==> config.mk <==
export PLATFORM = sky130hd
export DESIGN_NAME = lba_top
export DESIGN_NICKNAME = d
export VERILOG_FILES = /design/src/rtl/lba_pkg.sv /design/src/rtl/lba_top.sv
export SDC_FILE = /design/constraint.sdc
export NUM_CORES = 1
export LEC_CHECK = 0
export BUFFER_PORTS_ARGS = -buffer_cell sky130_fd_sc_hd__buf_4
export CORE_ASPECT_RATIO = 0.5
export CORE_UTILIZATION = 41
export CTS_CLUSTER_DIAMETER = 40
export DETAILED_ROUTE_END_ITERATION = 8
export GPL_ROUTABILITY_DRIVEN = 1
export GPL_TIMING_DRIVEN = 0
export HOLD_SLACK_MARGIN = 0.06
export SYNTH_ARGS = -nofsm -noshare
export SYNTH_HDL_FRONTEND = slang
export SYNTH_SLANG_ARGS = --single-unit
==> constraint.sdc <==
create_clock -name clk -period 3.8 [get_ports clk]
set_input_delay 0.19 -clock clk [delete_from_list [all_inputs] [get_ports clk]]
set_output_delay 0.19 -clock clk [all_outputs]
set_load 0.01 [all_outputs]
==> src/rtl/lba_pkg.sv <==
// package for the leaky bucket activity alarm: register map, resets, timing
package lba_pkg;
    // ----------------------------------------------------------------
    // register indices: each register is one aligned word at four times its index
    // ----------------------------------------------------------------
    localparam logic [11:0] ADDR_UPPER   = 12'h058;
    localparam logic [11:0] ADDR_LOWER   = 12'h059;
    localparam logic [11:0] ADDR_LIMIT   = 12'h05A;
    localparam logic [11:0] ADDR_DECAY   = 12'h05B;
    localparam logic [11:0] ADDR_STATUS  = 12'h060;
    localparam logic [11:0] ADDR_INT_EN  = 12'h064;
    localparam logic [11:0] ADDR_INT_CLR = 12'h068;
    localparam logic [11:0] ADDR_STATE   = 12'h06C;
    // ----------------------------------------------------------------
    // reset values
    // ----------------------------------------------------------------
    localparam logic [7:0] RST_UPPER = 8'h06;
    localparam logic [7:0] RST_LOWER = 8'h04;
    localparam logic [7:0] RST_LIMIT = 8'h08;
    localparam logic [1:0] RST_DECAY = 2'h1;
    // ----------------------------------------------------------------
    // timing
    // ----------------------------------------------------------------
    localparam int CYCLE_MS   = 128;
    localparam int CLK_KHZ    = 25000;
    localparam int CYCLE_CLKS = CYCLE_MS * CLK_KHZ;
    // status bit positions
    localparam int ST_RAISE = 0;
    localparam int ST_CLEAR = 1;
    localparam int ST_FAIL  = 2;

    typedef struct packed {
        logic [7:0] upper;
        logic [7:0] lower;
        logic [7:0] limit;
        logic [1:0] decay;
    } lba_cfg_s;

    typedef struct packed {
        lba_cfg_s   cfg;
        logic [2:0] int_en;
        logic [2:0] status;
        logic [7:0] acc;
        logic       alarm;
        logic [2:0] clean;
        logic       bad;
        logic [31:0] tick;
        logic [2:0] pin_sync;
        logic       fault;
        logic [31:0] prdata;
    } lba_state_s;
endpackage : lba_pkg

==> src/rtl/lba_top.sv <==
// leaky bucket activity alarm with apb register access
// Operation
// (RQ1) Observe input over fixed 128 ms cycles, noting any failure in each.
// (RQ2) Each cycle with a failure raises the accumulator by one.
// (RQ3) Each run of 1/2/4/8 clean cycles lowers the accumulator by one.
// (RQ4) Clear raised alarm when accumulator falls to lower threshold, default 4.
// (RQ5) Accumulator saturates at bucket limit, default 8.
// (RQ6) Raise alarm when accumulator reaches upper threshold, default 6.
// (RQ7) Decay selector 00/01/10/11 picks 1/2/4/8 clean cycles.
// (RQ8) Alarm has hysteresis between upper and lower thresholds.
module lba_top
    import lba_pkg::*;
#(
    parameter int CYCLE_LEN = lba_pkg::CYCLE_CLKS
)(
    // clock and reset
    input  wire logic        clk,
    input  wire logic        reset_n,
    // apb slave
    input  wire logic        psel,
    input  wire logic        penable,
    input  wire logic        pwrite,
    input  wire logic [11:0] paddr,
    input  wire logic [31:0] pwdata,
    output logic      [31:0] prdata,
    output logic             pready,
    output logic             pslverr,
    // monitored input fault indication (asynchronous)
    input  wire logic        input_fault,
    // alarm and interrupt
    output logic             alarm,
    output logic             irq
);
    import lba_pkg::*;

    // ----------------------------------------------------------------
    // reset synchroniser
    // ----------------------------------------------------------------
    logic [1:0] rst_sync_q;
    logic       rst_n;

    // release reset through two flops
    always_ff @(posedge clk or negedge reset_n)
    begin
        if (!reset_n)
            rst_sync_q <= 2'h0;
        else
            rst_sync_q <= {rst_sync_q[0], 1'b1};
    end
    assign rst_n = rst_sync_q[1];

    // ----------------------------------------------------------------
    // decode helpers
    // ----------------------------------------------------------------
    // clean cycles per decrement, minus one, from the decay selector
    function automatic logic [2:0] decay_len(input logic [1:0] sel);
        case (sel)
            2'h0:    decay_len = 3'h0;
            2'h1:    decay_len = 3'h1;
            2'h2:    decay_len = 3'h3;
            default: decay_len = 3'h7;
        endcase
    endfunction

    function automatic logic mapped(input logic [11:0] a);
        mapped = (a == ADDR_UPPER) || (a == ADDR_LOWER) || (a == ADDR_LIMIT) ||
                 (a == ADDR_DECAY) || (a == ADDR_STATUS) || (a == ADDR_INT_EN) ||
                 (a == ADDR_INT_CLR) || (a == ADDR_STATE);
    endfunction

    // ----------------------------------------------------------------
    // state
    // ----------------------------------------------------------------
    lba_state_s s_q;
    lba_state_s s_d;
    logic       wr;
    logic       rd;
    logic       cyc_end;
    logic       fault_seen;
    logic [2:0] ev;
    logic [11:0] reg_idx;
    logic        aligned;

    // word decode: a byte address off a word boundary maps to nothing
    assign reg_idx = {2'h0, paddr[11:2]};
    assign aligned = (paddr[1:0] == 2'h0);
    assign wr      = psel && penable && pwrite && aligned;
    assign rd      = psel && !penable && !pwrite;
    assign cyc_end = (s_q.tick == 32'(CYCLE_LEN - 1));
    assign fault_seen = s_q.bad || s_q.fault;

    // next-state logic
    always_comb
    begin
        s_d = s_q;
        ev  = 3'h0;
        // input sync: change counts when stages two and three agree
        s_d.pin_sync = {s_q.pin_sync[1:0], input_fault};
        if (s_q.pin_sync[2] == s_q.pin_sync[1])
            s_d.fault = s_q.pin_sync[2];
        // observation cycle timer and failure memory
        s_d.tick = cyc_end ? 32'h0 : s_q.tick + 32'h1;                 // RQ1
        s_d.bad  = cyc_end ? 1'b0 : fault_seen;                         // RQ1
        if (cyc_end)
        begin
            if (fault_seen)
            begin
                ev[ST_FAIL] = 1'b1;
                s_d.clean   = 3'h0;
                if (s_q.acc < s_q.cfg.limit)
                    s_d.acc = s_q.acc + 8'h1;                           // RQ2 RQ5
                else
                    s_d.acc = s_q.cfg.limit;                            // RQ5
            end
            else if (s_q.clean >= decay_len(s_q.cfg.decay))
            begin
                s_d.clean = 3'h0;                                       // RQ7
                if (s_q.acc != 8'h0)
                    s_d.acc = s_q.acc - 8'h1;                           // RQ3
            end
            else
                s_d.clean = s_q.clean + 3'h1;                           // RQ3
        end
        // alarm with hysteresis
        if (!s_q.alarm && s_d.acc >= s_q.cfg.upper)
        begin
            s_d.alarm      = 1'b1;                                      // RQ6 RQ8
            ev[ST_RAISE]   = 1'b1;
        end
        else if (s_q.alarm && s_d.acc <= s_q.cfg.lower)
        begin
            s_d.alarm      = 1'b0;                                      // RQ4 RQ8
            ev[ST_CLEAR]   = 1'b1;
        end
        // register writes
        if (wr)
        begin
            case (reg_idx)
                ADDR_UPPER:   s_d.cfg.upper = pwdata[7:0];
                ADDR_LOWER:   s_d.cfg.lower = pwdata[7:0];              // RQ4
                ADDR_LIMIT:   s_d.cfg.limit = pwdata[7:0];              // RQ5
                ADDR_DECAY:   s_d.cfg.decay = pwdata[1:0];              // RQ7
                ADDR_INT_EN:  s_d.int_en    = pwdata[2:0];
                default:      ;
            endcase
        end
        // sticky status: set wins over clear
        if (wr && reg_idx == ADDR_INT_CLR)
            s_d.status = (s_q.status & ~pwdata[2:0]) | ev;
        else
            s_d.status = s_q.status | ev;
        // read data captured in setup phase
        if (rd)
        begin
            case (reg_idx)
                ADDR_UPPER:  s_d.prdata = {24'h0, s_q.cfg.upper};
                ADDR_LOWER:  s_d.prdata = {24'h0, s_q.cfg.lower};
                ADDR_LIMIT:  s_d.prdata = {24'h0, s_q.cfg.limit};
                ADDR_DECAY:  s_d.prdata = {30'h0, s_q.cfg.decay};
                ADDR_STATUS: s_d.prdata = {29'h0, s_q.status};
                ADDR_INT_EN: s_d.prdata = {29'h0, s_q.int_en};
                ADDR_STATE:  s_d.prdata = {15'h0, s_q.alarm, 8'h0, s_q.acc};
                default:     s_d.prdata = 32'h0;
            endcase
            // unaligned reads return zero like unmapped ones
            if (!aligned)
                s_d.prdata = 32'h0;
        end
    end

    // state register
    always_ff @(posedge clk or negedge rst_n)
    begin
        if (!rst_n)
        begin
            s_q           <= '0;
            s_q.cfg.upper <= RST_UPPER;
            s_q.cfg.lower <= RST_LOWER;
            s_q.cfg.limit <= RST_LIMIT;
            s_q.cfg.decay <= RST_DECAY;
        end
        else
            s_q <= s_d;
    end

    // ----------------------------------------------------------------
    // outputs
    // ----------------------------------------------------------------
    assign prdata  = s_q.prdata;
    assign pready  = 1'b1;                       // every access ends in one cycle
    assign pslverr = psel && penable && !(aligned && mapped(reg_idx));
    assign alarm   = s_q.alarm;
    assign irq     = |(s_q.status & s_q.int_en);

    // ----------------------------------------------------------------
    // assertions
    // ----------------------------------------------------------------
    property p_rq2_inc;
        @(posedge clk) disable iff (!rst_n)
        (cyc_end && fault_seen && s_q.acc < s_q.cfg.limit && !wr) |=> (s_q.acc == $past(s_q.acc) + 8'h1);
    endproperty
    a_rq2_inc: assert property (p_rq2_inc) else $error("accumulator did not rise"); // RQ2

    property p_rq5_cap;
        @(posedge clk) disable iff (!rst_n)
        (cyc_end && fault_seen && s_q.acc >= s_q.cfg.limit) |=> (s_q.acc == $past(s_q.cfg.limit));
    endproperty
    a_rq5_cap: assert property (p_rq5_cap) else $error("accumulator passed limit"); // RQ5

    property p_rq3_dec;
        @(posedge clk) disable iff (!rst_n)
        (cyc_end && !fault_seen && s_q.cfg.decay == 2'h0 && s_q.acc != 8'h0) |=> (s_q.acc == $past(s_q.acc) - 8'h1);
    endproperty
    a_rq3_dec: assert property (p_rq3_dec) else $error("accumulator did not decay"); // RQ3

    property p_rq7_hold;
        @(posedge clk) disable iff (!rst_n)
        (cyc_end && !fault_seen && s_q.clean < decay_len(s_q.cfg.decay)) |=> $stable(s_q.acc);
    endproperty
    a_rq7_hold: assert property (p_rq7_hold) else $error("decay too early"); // RQ7

    property p_rq1_still;
        @(posedge clk) disable iff (!rst_n)
        !cyc_end |=> $stable(s_q.acc);
    endproperty
    a_rq1_still: assert property (p_rq1_still) else $error("accumulator moved mid cycle"); // RQ1

    property p_rq6_raise;
        @(posedge clk) disable iff (!rst_n)
        (!alarm && s_d.acc >= s_q.cfg.upper) |=> alarm;
    endproperty
    a_rq6_raise: assert property (p_rq6_raise) else $error("alarm not raised"); // RQ6

    property p_rq4_clear;
        @(posedge clk) disable iff (!rst_n)
        (alarm && s_d.acc <= s_q.cfg.lower) |=> !alarm;
    endproperty
    a_rq4_clear: assert property (p_rq4_clear) else $error("alarm not cleared"); // RQ4

    property p_rq8_hyst;
        @(posedge clk) disable iff (!rst_n)
        ($rose(alarm) |-> (s_q.acc >= $past(s_q.cfg.upper))) and
        ($fell(alarm) |-> (s_q.acc <= $past(s_q.cfg.lower)));
    endproperty
    a_rq8_hyst: assert property (p_rq8_hyst) else $error("alarm changed between thresholds"); // RQ8

    c_raise: cover property (@(posedge clk) disable iff (!rst_n) $rose(alarm));
    c_clear: cover property (@(posedge clk) disable iff (!rst_n) $fell(alarm));
    c_full:  cover property (@(posedge clk) disable iff (!rst_n) s_q.acc == s_q.cfg.limit && s_q.acc != 8'h0);
    c_irq:   cover property (@(posedge clk) disable iff (!rst_n) $rose(irq));

endmodule : lba_top
# Yosys cells after proc, flatten, opt, wreduce, memory -nomap -nowiden
# Index checks and enable logic that the tools add are counted.
totals:
  elab_cells: 94
  out_inout_bits: 36
  register_bits: 115
  input_bits: 50
classes:
  n_eq_ne: 12
  order_cmp: 4
  reduce_logical: 32
  muxes: 22
  n_addsub: 4
  bitwise: 5
op_table:
  columns: ["cell", "count"]
  rows:
  - ["case mux 17 bit (7 select lines)", 1]
  - ["equality test 10 x 7 -> 1 bit, second input constant", 8]
  - ["two-way mux 32 bit", 2]
  - ["two-way mux 8 bit", 5]
  - ["adder 32 x 1 -> 32 bit, second input constant", 1]
  - ["equality test 32 x 22 -> 1 bit, second input constant", 1]
  - ["two-way mux 3 bit", 5]
  - ["logical AND 1 bit", 10]
  - ["AND reduction 2 bit", 5]
  - ["case mux 3 bit (3 select lines)", 1]
  - ["adder 8 x 1 -> 8 bit, second input constant", 1]
  - ["greater-or-equal comparator 8 bit", 1]
  - ["less-or-equal comparator 8 bit", 1]
  - ["logical OR 1 bit", 8]
  - ["< comparator 8 bit", 1]
  - ["two-way mux 1 bit", 8]
  - ["nonzero test 8 bit", 1]
  - ["subtractor 8 x 1 -> 8 bit, second input constant", 1]
  - ["bitwise AND 3 bit", 2]
  - ["OR 3 bit", 2]
  - ["logical NOT 1 bit", 4]
  - ["logical NOT 2 bit", 2]
  - ["adder 3 x 1 -> 3 bit, second input constant", 1]
  - ["greater-or-equal comparator 3 bit", 1]
  - ["other kinds (6)", 6]

# Longest topological paths before layout
# Gate-level depths: netlist of the first run.
logic_depth:
  ltp_word: 14
  ltp_mapped: 14
  mapped_depth_nobuf: 13

# Worst setup path before layout of the first run
# OpenSTA, ideal clock, no wires.
synth_timing:
  path_kind: "flip-flop to flip-flop"
  startpoint: "reg s_q[88] (netlist name)"
  endpoint: "reg s_q[81] (netlist name)"
  slack_ns: 0.827
  synth_period_minus_slack_ns: 2.973
  path_stages_with_launch: 15
  required_time_ns: 3.667
  n_path_buf: 1
  setup_ns: 0.133
  arrival_time_ns: 2.840
  cell_sequence: "dfrtp_1 or2_2 ha_1 nor2b_1 o21a_1 clkbuf_1 o21ai_0 nand3_1 a211o_1 ha_1 nand2b_1 a31oi_1 o21ai_0 o21ai_0 o21ai_0"
synth_lines:
  columns: ["item", "line_no", "source"]
  rows:
  - ["from (decl)", "lba_top.sv:74", "lba_state_s s_q;"]

==> results of run 1 <==
==> metrics by stage <==
step	cell area (um2)	hold WS (ns)	util [%]	instances	TNS, ns
2_1_floorplan	5710	-0.106	-	608	0
3_3_place_gp	6180	-0.0275	47.4	812	-8.11
3_5_place_dp	6210	-0.0251	47.7	813	0
4_1_cts	6500	0.0626	49.9	830	0
5_1_grt	6530	0.0667	50.2	831	0
6_report	6530	0.0678	50.2	831	0
==> worst paths after layout <==
| path | endpoint | slack, ns | cells past startpoint |
|---|---|---|---|
| setup / recovery | alarm | 0.26 | 12 |
| min in group asynchronous | rst_sync_q[0] | 0.17 | 2 |
| setup reg to reg | alarm | 0.26 | 12 |
| hold / removal | s_q[94] | 0.07 | 3 |
| hold reg to reg | s_q[65] | 0.33 | 0 |
| max in group asynchronous | s_q[106] | 2.78 | 1 |
==> power by group through the flow <==
stage,clock network [mW],registers (mW),logic [mW]
2_1_floorplan,0,1.02,0.0508
4_1_cts,0.850,0.996,0.0974
6_report,0.827,0.995,0.0977
5_1_grt,0.885,0.997,0.107
3_3_place_gp,0,1.02,0.0813
3_5_place_dp,0,1.01,0.0954
==> cell usage after synthesis (all sizes together), types with 3 or more instances <==
master / number / area share [%]
dfstp: 5 / 2.3
and3: 7 / 0.78
xor2: 15 / 2.3
a221oi: 4 / 0.62
a21o: 3 / 0.40
a21oi: 13 / 1.2
nor3: 17 / 1.9
nor4: 9 / 1.4
nor4b: 3 / 1.0
nand3: 32 / 2.8
and2: 5 / 0.56
mux2: 8 / 1.6
or2: 4 / 0.49
o22ai: 3 / 0.33
buf: 43 / 5.9
o211ai: 8 / 1.1
a22o: 5 / 0.78
nor2: 34 / 2.3
nand4: 18 / 2.0
clkbuf: 10 / 0.67
a211oi: 3 / 0.40
inv: 32 / 2.1
and4: 5 / 0.78
or4: 3 / 0.47
o21ai: 48 / 4.5
a22oi: 6 / 0.80
nand2b: 4 / 0.44
ha: 31 / 6.9
xnor2: 19 / 3.0
nor2b: 4 / 0.44
dfrtp: 87 / 39
mux2i: 8 / 1.4
nand2: 55 / 3.8
==> routing by layer <==
metal  share of wire (%)  vias to the layer above  track usage (%)
li1                    -                     2189                -
met1                  50                     2105             26.8
met2                  44                      117             30.3
met3                 4.9                        7             4.24
met4                0.44                        0             4.42
met5                   0                        -                0
==> layout by cell type (no fill, tap or decap), types with 15 or more instances in the layout <==
| master | netlist | routed |
|---|---|---|
| sky130_fd_sc_hd__dfrtp_1 | 87 | 86 |
| sky130_fd_sc_hd__buf_4 | 34 | 70 |
| sky130_fd_sc_hd__nand2_1 | 52 | 52 |
| sky130_fd_sc_hd__o21ai_0 | 44 | 43 |
| sky130_fd_sc_hd__nor2_1 | 33 | 33 |
| sky130_fd_sc_hd__nand3_1 | 32 | 32 |
| sky130_fd_sc_hd__inv_1 | 32 | 32 |
| sky130_fd_sc_hd__ha_1 | 31 | 31 |
| sky130_fd_sc_hd__conb_1 | 2 | 25 |
| sky130_fd_sc_hd__xnor2_1 | 19 | 19 |
| sky130_fd_sc_hd__nand4_1 | 18 | 18 |
| sky130_fd_sc_hd__xor2_1 | 15 | 15 |
==> cell type report <==
class                           count  area [um2]
Fill cell                        1222        6490
Multi-Input combinational cell    431        2940
Sequential cell                    92        2310
Buffer                             52         363
Timing Repair Buffer               39         318
Clock buffer                       11         243
Tap cell                          170         213
Inverter                           32         120
Clock inverter                      4        26.3
==> logic make-up (layout without fill, tap and decap cells) <==
family                   Yosys count  after routing
multiplexers                      17             17
AO/OA/AOI/OAI                    115            115
buffers and inverters             85            138
adder cells (fa/ha/maj)           32             32
flip-flops                        92             92
XOR/XNOR                          34             34
AND/OR/NAND/NOR                  208            208
other                              2             25
==> flip-flops by register name (all words and copies together) (netlist names) <==
signal / cells
s_q: 78
prdata: 9
rst_sync_q: 2
s_d: 2
alarm: 1
==> repair_timing <==
item,CTS,global route
hold endpoints to repair,3,0
setup endpoints to repair,0,3
hold buffers,2,0
resized for setup,0,6
setup buffers,0,2
==> worst register-to-register path: stages (launching register included) <==
cell and delay (ns):
sky130_fd_sc_hd__dfrtp_1 0.39, sky130_fd_sc_hd__ha_1 0.26, sky130_fd_sc_hd__and4_1 0.34, sky130_fd_sc_hd__nand3_1 0.27
sky130_fd_sc_hd__or4_1 0.67, sky130_fd_sc_hd__a211oi_1 0.30, sky130_fd_sc_hd__a211oi_2 0.13, sky130_fd_sc_hd__ha_1 0.31
sky130_fd_sc_hd__nor2b_1 0.13, sky130_fd_sc_hd__o211ai_1 0.15, sky130_fd_sc_hd__a21oi_1 0.09, sky130_fd_sc_hd__o22ai_1 0.25
sky130_fd_sc_hd__a22oi_1 0.13
==> results summary, run 1 <==
The flow ran to the end, and the final reports show no timing, DRC or antenna violations. Of the total power, the share spent switching nets is between 20 and 25%. The relative contribution of combinational cells to total power came out at 5.1%.

The number of sinks handled by clock tree synthesis came out at 92. Walking the worst path, the cells encountered are ha_1, and4_1, nand3_1, or4_1, a211oi_1, a211oi_2, ha_1, nor2b_1, o211ai_1, a21oi_1, o22ai_1, a22oi_1. The worst hold path begins at pwdata[5]. The detailed-placement wirelength estimate is around 9.6 mm. The static leakage came out at ~3.1 nW. The global-route total usage across every layer came out at between 10% and 20%.

Of the total power, the clock network draws 43.1%. In this run the power spent charging and discharging nets is 0.433 mW. Setup violations remaining at the end of the flow were counted as 0. The startpoint of the most critical register-to-register path is s_q[36]. The largest single stage delay on the critical path is 0.67 ns.

The number of iterations in the first detailed-routing pass is 7. The worst setup path is launched from a flip-flop. The global-route wire length before repair came out at 21.5 mm. In this run the tool buffered the top-level ports with 34 buffer cells. The area of the core region came out at about 13000 um2. The TritonCTS buffer count came out at 9. The main combinational cell family by area after synthesis is simple AND/OR/NAND/NOR gates. The largest net degree at the start of global routing came out at 50. The chip width is between 150 and 200 um.

The routability congestion estimate is approximately 0.88. The total die area came out at 14200 um2. The clock transition at the register clock pins on the worst setup and hold paths after CTS is about 0.06 ns. The area growth from synthesis to layout came out at 16.2%. The antenna diode instance count came out at 0. The slew of the pin with the lowest slew margin is 0.822 ns. The largest vdd supply drop came out at around 0.19 mV.

The post-synthesis instance total is 585. The maximum buffer depth of the clock tree is 2. The total buffers and inverters traversed by the critical path is 0. The placement-stage worst setup slack came out at about 0.042 ns. The largest clock skew in the final design is 0.00856 ns. The H-tree generated during clock tree synthesis spans 3 levels. The most numerous cell type found on the critical path is sky130_fd_sc_hd__ha_1. The total congestion overflow came out at 0. The share of synthesized cell area in and, or, nand and nor gates came out at roughly 21%. The sequential group share of total power came out at 51.8%. The critical path starts at s_q[36]. In the routed layout, each cell is associated on average with a via count of 5.32. The number of maximum-capacitance constraint violations came out at 0. The post-route netlist has 20.3% of its cells at a drive strength greater than 1.

The parity-gate share of the synthesized area counting xor and xnor cells came out at 5.30%. The number of nets still failing antenna checks after routing came out at 0. The largest driver fanout on the critical path is 7. For this run, the top clock speed supported by timing is ~0.28 GHz.

The initial antenna violation count came out at 0. Clock latency on the worst-skew pair, taken at its later pin, is 0.34 ns. The ratio of final minimum period to clock period came out at 93.1%. The average footprint of a synthesized cell came out at between 9 and 10 um2. The detailed router placed 4418 vias in this run. Setup repair after global routing left no endpoint under its margin.

The adder and majority gate portion of the synthesized area is 7.08%. The worst path meets setup with 0.261 ns of slack. In this run the count of I/O pins placed on the die edge is 86. After floorplanning, the core was divided into 29 placement rows. The power density over the cells is 294 nW/um2. The violation count after the first detailed-route iteration came out at 320.

Broken down by cell family, the worst path's largest delay share belongs to simple AND/OR/NAND/NOR gates. The number of enable-type register cells in the synthesized netlist came out at 0. The number of max-slew violations in the final report is 0. In this run the worst hold path is classified as in2reg.

The CTS tree is built. The fraction of synthesized area in multiplexers is between 3 and 4%. The area fraction in compound gates after synthesis came out at 13.8%.

The worst pin sits at a relative slew slack of 44.8%. In this run the clock root is driven by a sky130_fd_sc_hd__clkbuf_16. The most used flip-flop cell after synthesis is sky130_fd_sc_hd__dfrtp_1. The number of design rule violations left after detail routing is 0. The count of yosys warnings during synthesis came out at 0.

The worst setup path is of the reg2reg kind. From bottom edge to top edge, the die measures 84.8 um. The largest individual stage delay along the critical path comes from the cell sky130_fd_sc_hd__or4_1. The hold violation count in the final report came out at 0.

Sequential elements use between 40% and 50% of the synthesized area. The routed wire length per instance is 15.5 um. The shortest clock period the worst path allows after layout is 3.54 ns. The initial utilization of the core area, before any placement, comes to 43.2%. The register bit count reported by yosys came out at 92. Power comes to 1.92 mW. The final routed wirelength across all metal layers came out at around 13 mm. The data required time at the worst endpoint is 4.01 ns. The fraction of registers with async set or reset after synthesis came out at 100%. Data on the critical path arrives at its endpoint at between 3 and 4 ns.

The number of global-route vias before repair came to 4164. The cell area after synthesis is 5620 um2. The cell-internal power came out at 1.49 mW. The number of nets in the layout came out at 738. The number of distinct library cells after synthesis is between 70 and 80. The type of destination of the critical path is a flip-flop.
Note: power is estimated with default switching activity, not from simulation.
==> inputs of run 2 (changes only) <==
--- a/config.mk
+++ b/config.mk
@@ -7,12 +7,14 @@
 export LEC_CHECK = 0
 export BUFFER_PORTS_ARGS = -buffer_cell sky130_fd_sc_hd__buf_4
 export CORE_ASPECT_RATIO = 0.5
-export CORE_UTILIZATION = 41
+export CORE_MARGIN = 4
+export CORE_UTILIZATION = 62
 export CTS_CLUSTER_DIAMETER = 40
 export DETAILED_ROUTE_END_ITERATION = 8
 export GPL_ROUTABILITY_DRIVEN = 1
 export GPL_TIMING_DRIVEN = 0
 export HOLD_SLACK_MARGIN = 0.06
+export PLACE_DENSITY = 0.86
 export SYNTH_ARGS = -nofsm -noshare
 export SYNTH_HDL_FRONTEND = slang
 export SYNTH_SLANG_ARGS = --single-unit
==> constraint.sdc (replaced) <==
create_clock -name clk -period 4.4 [get_ports clk]
set_input_delay 0.22 -clock clk [delete_from_list [all_inputs] [get_ports clk]]
set_output_delay 0.22 -clock clk [all_outputs]
set_load 0.01 [all_outputs]
==> run 2 against run 1 <==
  * Sequential cell count unchanged
  * Cell count decreased by 6.4%
  * Largest power group is now clock
  * Global-route usage increased by 6.3 points
  * Highest routed layer unchanged
  * Power decreased by 4.1%
  * Sequential share of layout area increased by 0.12 points
==> results summary, run 2 (same netlist as run 1, synthesis figures left out) <==
The shortest clock period the worst path allows after layout came out at 3.78 ns. The final setup violation count came out at 0. The relative slew slack is 46.9%. Setup repair after global routing left no endpoint under its margin. The worst hold path was traced through 3 stages. The routed wire length per instance came out at 16.5 um. The number of filler instances in the final layout came out at around 590. For this design the top-level I/O count stands at 86.

TritonCTS built the clock tree. The part of the power in the clock network came out at around half. The cell count of the worst reg-to-reg path came out at 11. The routed design has 12.9 mm of wire.

For this design the ratio of total power to cell area is 283 nW/um2. Data on the critical path is required at its endpoint by 4.61 ns. The tool flagged a number of max-cap violations equal to 0.

Cells with a size suffix above 1 make up between 10% and 20% of the layout. The final worst slack is 0.622 ns. Summing internal, switching and leakage power gives 1.84 mW. In this run the clock root is driven by a sky130_fd_sc_hd__clkbuf_16. STA classifies the critical path startpoint as a flip-flop.

The total area of multi-input combinational cells came out at between 2000 and 3000 um2. Ranked by flip-flop count, first place goes to s_q. The flip-flop count of the largest register, all copies and words added came out at between 70 and 80.

The initial core utilization is 64.1%. The routability congestion estimate came out at 0.928. The level count of the clock H-tree is 3. The global-route wire length before repair is between 20 and 25 mm. The largest net degree at the start of global routing is 49.

STA classifies the critical path endpoint as a flip-flop. The number of nets in the layout came out at 737. After routing, the total negative slack on setup checks comes to 0 ns.

The total net switching power is just under 0.4 mW. The min-delay analysis places its worst path in the category in2reg. The insertion delay to the later sink of the worst-skew pair is 0.35 ns.

For the worst setup path, the data arrival time is 3.99 ns. The initial antenna violation count is 0. The average via count per standard cell came out at 5.87.

The library cell used most frequently in the layout, excluding fill and tap cells, is sky130_fd_sc_hd__dfrtp_1. The TritonCTS buffer count is 9. The hold violation count in the final report came to 0.

The clock arrives with 0.00804 ns of skew. The hold buffer count at CTS came out at 2. The cell-internal power came out at between 1 and 1.5 mW. The critical path is of the reg2reg type. The chip width came out at 143 um.

The sequential cell area is 2310 um2. The pre-antenna-repair detailed-routing pass consisted of 5 iterations. The sequential group share of total power came out at 46.7%. The slew of the pin with the lowest slew margin is ~0.79 ns. The quantity of gates resized following cts came out at 0. The via count of the routed design came out at 4569. The number of sinks handled by clock tree synthesis is 92. The chip height came out at 75.3 um. The total congestion overflow came out at 0. Global routing used 25.5% of the available tracks. The run finished with clean final reports. The die covers 10700 um2. The net switching share of the total power is 21.3%. For this run, design rule violations remaining after detail routing come to 0. In the layout the commonest cells are sky130_fd_sc_hd__dfrtp_1, sky130_fd_sc_hd__buf_4, sky130_fd_sc_hd__nand2_1, sky130_fd_sc_hd__o21ai_0, sky130_fd_sc_hd__nor2_1.

The relative contribution of combinational cells to total power is 4.5%. The antenna diode instance count came out at 0. The maximum buffer depth of the clock tree is 2. The largest driver fanout on the critical path is 6.

The number of max-slew violations in the final report came out at 0. Of the available clock period, the critical path in the final layout requires 85.9%. Once the clock tree was built, the setup fixing pass inserted 0 buffers. From synthesis to final layout, the design area changed by 15.8%.

The largest vdd supply drop is around 0.19 mV. The count of nets left with antenna violations once routing finished came out at 0. Once layout is complete, the utilization of the core stands at 74.3%. The clock transition at the register clock pins on the worst setup and hold paths after CTS came out at 0.07 ns. Timing would allow up to around 0.26 GHz. The detailed-placement wirelength estimate came out at 9.55 mm.

The violation count after the first detailed-route iteration is 387. The placement-stage worst setup slack came out at ~0.76 ns. The count of buffers from port buffering came out at 34.

The initialized floorplan defines 24 standard-cell rows. Summed over all cells, the static leakage comes to 3.10 nW. The number of global-route vias before repair was about 4400. The area of the core region came out at 8770 um2.
==> run 2: stage by stage <==
stage | instance area (um2) | cells | hold WS, ns
after floorplan | 5710 | 608 | -0.0756
after global placement | 6110 | 759 | 0.00228
after detailed placement | 6140 | 760 | 0.00423
after CTS | 6510 | 778 | 0.0790
after global routing | 6510 | 778 | 0.0803
final | 6510 | 778 | 0.0858
==> run 2: critical path, stage by stage, from the launching register on <==
cell                       delay (ns)
sky130_fd_sc_hd__dfrtp_1         0.48
sky130_fd_sc_hd__ha_1            0.38
sky130_fd_sc_hd__nand4_1         0.19
sky130_fd_sc_hd__o31ai_1         0.71
sky130_fd_sc_hd__a211oi_1        0.20
sky130_fd_sc_hd__a211oi_1        0.57
sky130_fd_sc_hd__ha_1            0.36
sky130_fd_sc_hd__nor2b_1         0.13
sky130_fd_sc_hd__o211ai_1        0.16
sky130_fd_sc_hd__a21oi_1         0.09
sky130_fd_sc_hd__o22ai_1         0.24
sky130_fd_sc_hd__a22oi_1         0.13
==> run 2: path summary, 6_finish.rpt <==
kind                                from             to  slack (ns)
setup reg to reg                 s_q[80]          alarm        0.62
setup / recovery                 s_q[80]          alarm        0.62
hold reg to reg            rst_sync_q[1]        s_q[80]        0.32
hold / removal                 pwdata[5]        s_q[94]        0.09
max in group asynchronous  rst_sync_q[1]       s_q[106]        3.39
min in group asynchronous        reset_n  rst_sync_q[1]        0.20
==> run 2: power by group through the flow <==
stage / registers [mW] / logic, mW / clock network [mW]
after floorplan: 0.878 / 0.0439 / 0
after global placement: 0.883 / 0.0687 / 0
after detailed placement: 0.876 / 0.0807 / 0
after CTS: 0.860 / 0.0826 / 0.912
after global routing: 0.861 / 0.0916 / 0.950
final: 0.859 / 0.0836 / 0.898
==> run 2: layout make-up <==
cell class,count,share of cell area (%)
Inverter,32,1.84
Sequential cell,92,35.5
Buffer,53,5.63
Tap cell,117,2.25
Clock inverter,7,1.90
Timing Repair Buffer,37,4.65
Multi-Input combinational cell,431,44.8
Clock buffer,9,3.46
==> run 2: metal layers <==
metal,part of all wire (%),track usage [%]
met4,1.4,6.64
met1,44,34.0
met3,8.6,6.58
met5,0,0
met2,46,42.5
==> inputs of run 3 (changes only) <==
--- a/config.mk
+++ b/config.mk
@@ -6,7 +6,7 @@
 export NUM_CORES = 1
 export LEC_CHECK = 0
 export BUFFER_PORTS_ARGS = -buffer_cell sky130_fd_sc_hd__buf_4
-export CORE_ASPECT_RATIO = 0.5
+export CORE_ASPECT_RATIO = 1.2
 export CORE_MARGIN = 4
 export CORE_UTILIZATION = 62
 export CTS_CLUSTER_DIAMETER = 40
==> run 3 against run 2 <==
  * Sequential cell count unchanged
  * Via count increased by 1.2%
  * Power decreased by 15%
  * First-iteration DRC count decreased by 43%
  * Cell count increased by 0.39%
  * Worst setup slack got worse by 0.24 ns
  * Utilization decreased by 0.61 points
  * Worst hold slack got worse by 0.018 ns
  * Combinational power increased by 5.9%
  * Largest cell class unchanged
==> results summary, run 3 (same netlist as run 1, synthesis figures left out) <==
The flow ran to the end, and the final reports show no timing, DRC or antenna violations. The TritonCTS buffer count came out at 9. The number of maximum-capacitance constraint violations is 0. The antenna diode instance count is 0. The static leakage came out at 3.05 nW.

The count of pins on the block boundary is 86. The final worst slack came out at 0.383 ns. The initial antenna violation count was 0. The number of design rule violations left after detail routing is 0. The most frequent standard cell in the layout excluding fill and tap cells is sky130_fd_sc_hd__dfrtp_1. The area of the core region came out at between 8000 and 9000 um2. For this run the aggregate overflow at the end of global routing stands at 0. The critical path goes through or2_2, ha_1, nor2b_1, o21ai_0, a21oi_1, a22oi_1, o211ai_1, ha_1, a21o_1, a31oi_1, o21ai_0, o21ai_0, o21ai_0. The number of sinks handled by clock tree synthesis is 92. The top metal layer carrying routed signals is met4. The chip height is 112 um. The maximum buffer depth of the clock tree came out at 2.

The fraction of layout cells with a size suffix above 1 is slightly below 20%. The library cells used most frequently in the layout, excluding fill and tap cells, are sky130_fd_sc_hd__dfrtp_1, sky130_fd_sc_hd__buf_4, sky130_fd_sc_hd__nand2_1, sky130_fd_sc_hd__o21ai_0, sky130_fd_sc_hd__nor2_1. The post-CTS setup-driven buffer insertion count is 0.

The routed wire length per instance is 16.5 um. The number of max-slew violations in the final report is 0. The initial core utilization is 64.6%.

The ratio of final minimum period to clock period came out at 91.3%. s_q holds more flip-flops than any other register. The final total negative setup slack is 0 ns. The H-tree was split into 3 levels. The final routed wirelength across all metal layers is 12.9 mm. Detailed routing placed a total of 6.73 mm of wire on met2. The type of destination of the critical path is a flip-flop. The routed length on met3 is between 500 and 600 um. The final route contains 4623 vias. TritonCTS built the clock tree. The number of filler instances in the final layout came out at between 600 and 700. The final layout contains 740 nets. The total buffers and inverters traversed by the critical path is 0. The detailed-placement wirelength estimate is 9.92 mm. The total design power is between 1.5 and 2 mW.

The count of standard-cell rows is 37. The global-route total usage across every layer came out at ~25%. The largest clock skew in the final design came out at 0.0129 ns.

Buffers inserted to repair hold after CTS numbered 5. The average via count per standard cell is 5.92. The largest driver fanout on the critical path is 7. The number of nets still failing antenna checks after routing came out at 0. The critical path data arrival time came out at 4.28 ns.

The flip-flop count of the largest register, all copies and words added is slightly below 80. The violation count after the first detailed-route iteration is between 200 and 250. For this run, the top clock speed supported by timing is 0.249 GHz.

The sort of element at the start of the critical path is a flip-flop. STA puts the critical path data required time at 4.66 ns. The chip width came out at between 90 and 100 um. VDD sags by at most between 0.15 and 0.2 mV. The clock transition at the register clock pins on the worst setup and hold paths after CTS came out at 0.11 ns.

The count of buffers from port buffering is 34. The insertion delay to the later sink of the worst-skew pair came out at 0.38 ns. The number of iterations in the first detailed-routing pass is 9. The routability congestion estimate is 0.891.

Setup repair after global routing left no endpoint under its margin. The relative slew slack came out at a little under half. The placement-stage worst setup slack came out at 0.620 ns. Among all stages on the critical path, the largest delay is contributed by sky130_fd_sc_hd__o21ai_0. The quantity of gates resized following cts is 0. Setup violations remaining at the end of the flow were counted as 0. The die covers 10700 um2. The class of the tightest hold or removal check is in2reg.

The power density over the cells is 244 nW/um2. The shortest clock period the worst path allows after layout came out at 4.02 ns. The kind of critical path is reg2reg. The clock root buffer is sky130_fd_sc_hd__clkbuf_8. The hold violation count in the final report came out at 0. Relative to the synthesized area, the layout overhead comes to 14.0%. The number of global-route vias before repair is 4568. The largest stage delay on the critical path is 0.62 ns. In this design, the critical path's most frequently occurring cell is sky130_fd_sc_hd__o21ai_0. The detailed router put a total of between 5 and 6 mm of wire on met1.

The category of cells accounting for the largest share of critical-path delay is compound AO/OA/AOI/OAI gates. For the pin with the worst max-slew slack, the measured transition is 0.787 ns. The global-route wire length before repair came out at approximately 21 mm. The largest net degree at the start of global routing is 66.
-- run 3: through the flow --
stage	hold slack [ns]	instance area, um2	std cells	util, %
2_1_floorplan	-0.0756	5710	608	-
3_3_place_gp	0.00228	6110	759	70.2
3_5_place_dp	0.00427	6140	760	70.6
4_1_cts	0.0620	6410	781	73.6
5_1_grt	0.0689	6410	781	73.6
6_report	0.0673	6410	781	73.6
-- run 3: area by class of cell --
type | count | area [um2] | share of cell area [%]
timing repair buffer | 40 | 333 | 5.19
buffer | 53 | 367 | 5.72
clock buffer | 9 | 124 | 1.93
clock inverter | 7 | 93.8 | 1.46
sequential | 92 | 2310 | 36.1
inverter | 32 | 120 | 1.87
multi-input combinational | 431 | 2910 | 45.5
tap | 117 | 146 | 2.28
-- run 3: final timing paths --
check | startpoint | end | slack (ns) | cells past startpoint
setup / recovery | s_q[88] | s_q[81] | 0.38 | 13
setup reg to reg | s_q[88] | s_q[81] | 0.38 | 13
min in group asynchronous | reset_n | rst_sync_q[1] | 0.16 | 2
max in group asynchronous | rst_sync_q[1] | s_q[87] | 3.49 | 1
hold reg to reg | rst_sync_q[1] | s_q[95] | 0.23 | 0
hold / removal | pwdata[3] | s_q[92] | 0.07 | 3
-- run 3: per-layer routing --
metal	track usage (%)	vias to the layer above
met1	29.7	2239
met4	11.8	0
met2	43.9	145
met5	0	-
met3	4.42	42
li1	-	2197
-- run 3: worst reg2reg max path, stage by stage, from the launching register on --
cell	delay, ns
sky130_fd_sc_hd__dfrtp_1	0.43
sky130_fd_sc_hd__or2_2	0.29
sky130_fd_sc_hd__ha_1	0.28
sky130_fd_sc_hd__nor2b_1	0.05
sky130_fd_sc_hd__o21ai_0	0.62
sky130_fd_sc_hd__a21oi_1	0.35
sky130_fd_sc_hd__a22oi_1	0.24
sky130_fd_sc_hd__o211ai_1	0.24
sky130_fd_sc_hd__ha_1	0.38
sky130_fd_sc_hd__a21o_1	0.19
sky130_fd_sc_hd__a31oi_1	0.17
sky130_fd_sc_hd__o21ai_0	0.10
sky130_fd_sc_hd__o21ai_0	0.39
sky130_fd_sc_hd__o21ai_0	0.15
-- run 3: power breakdown --
part / internal (mW) / switching [mW]
logic: 0.0412 / 0.0473
clock network: 0.278 / 0.343
registers: 0.849 / 0.00662
total: 1.17 / 0.397
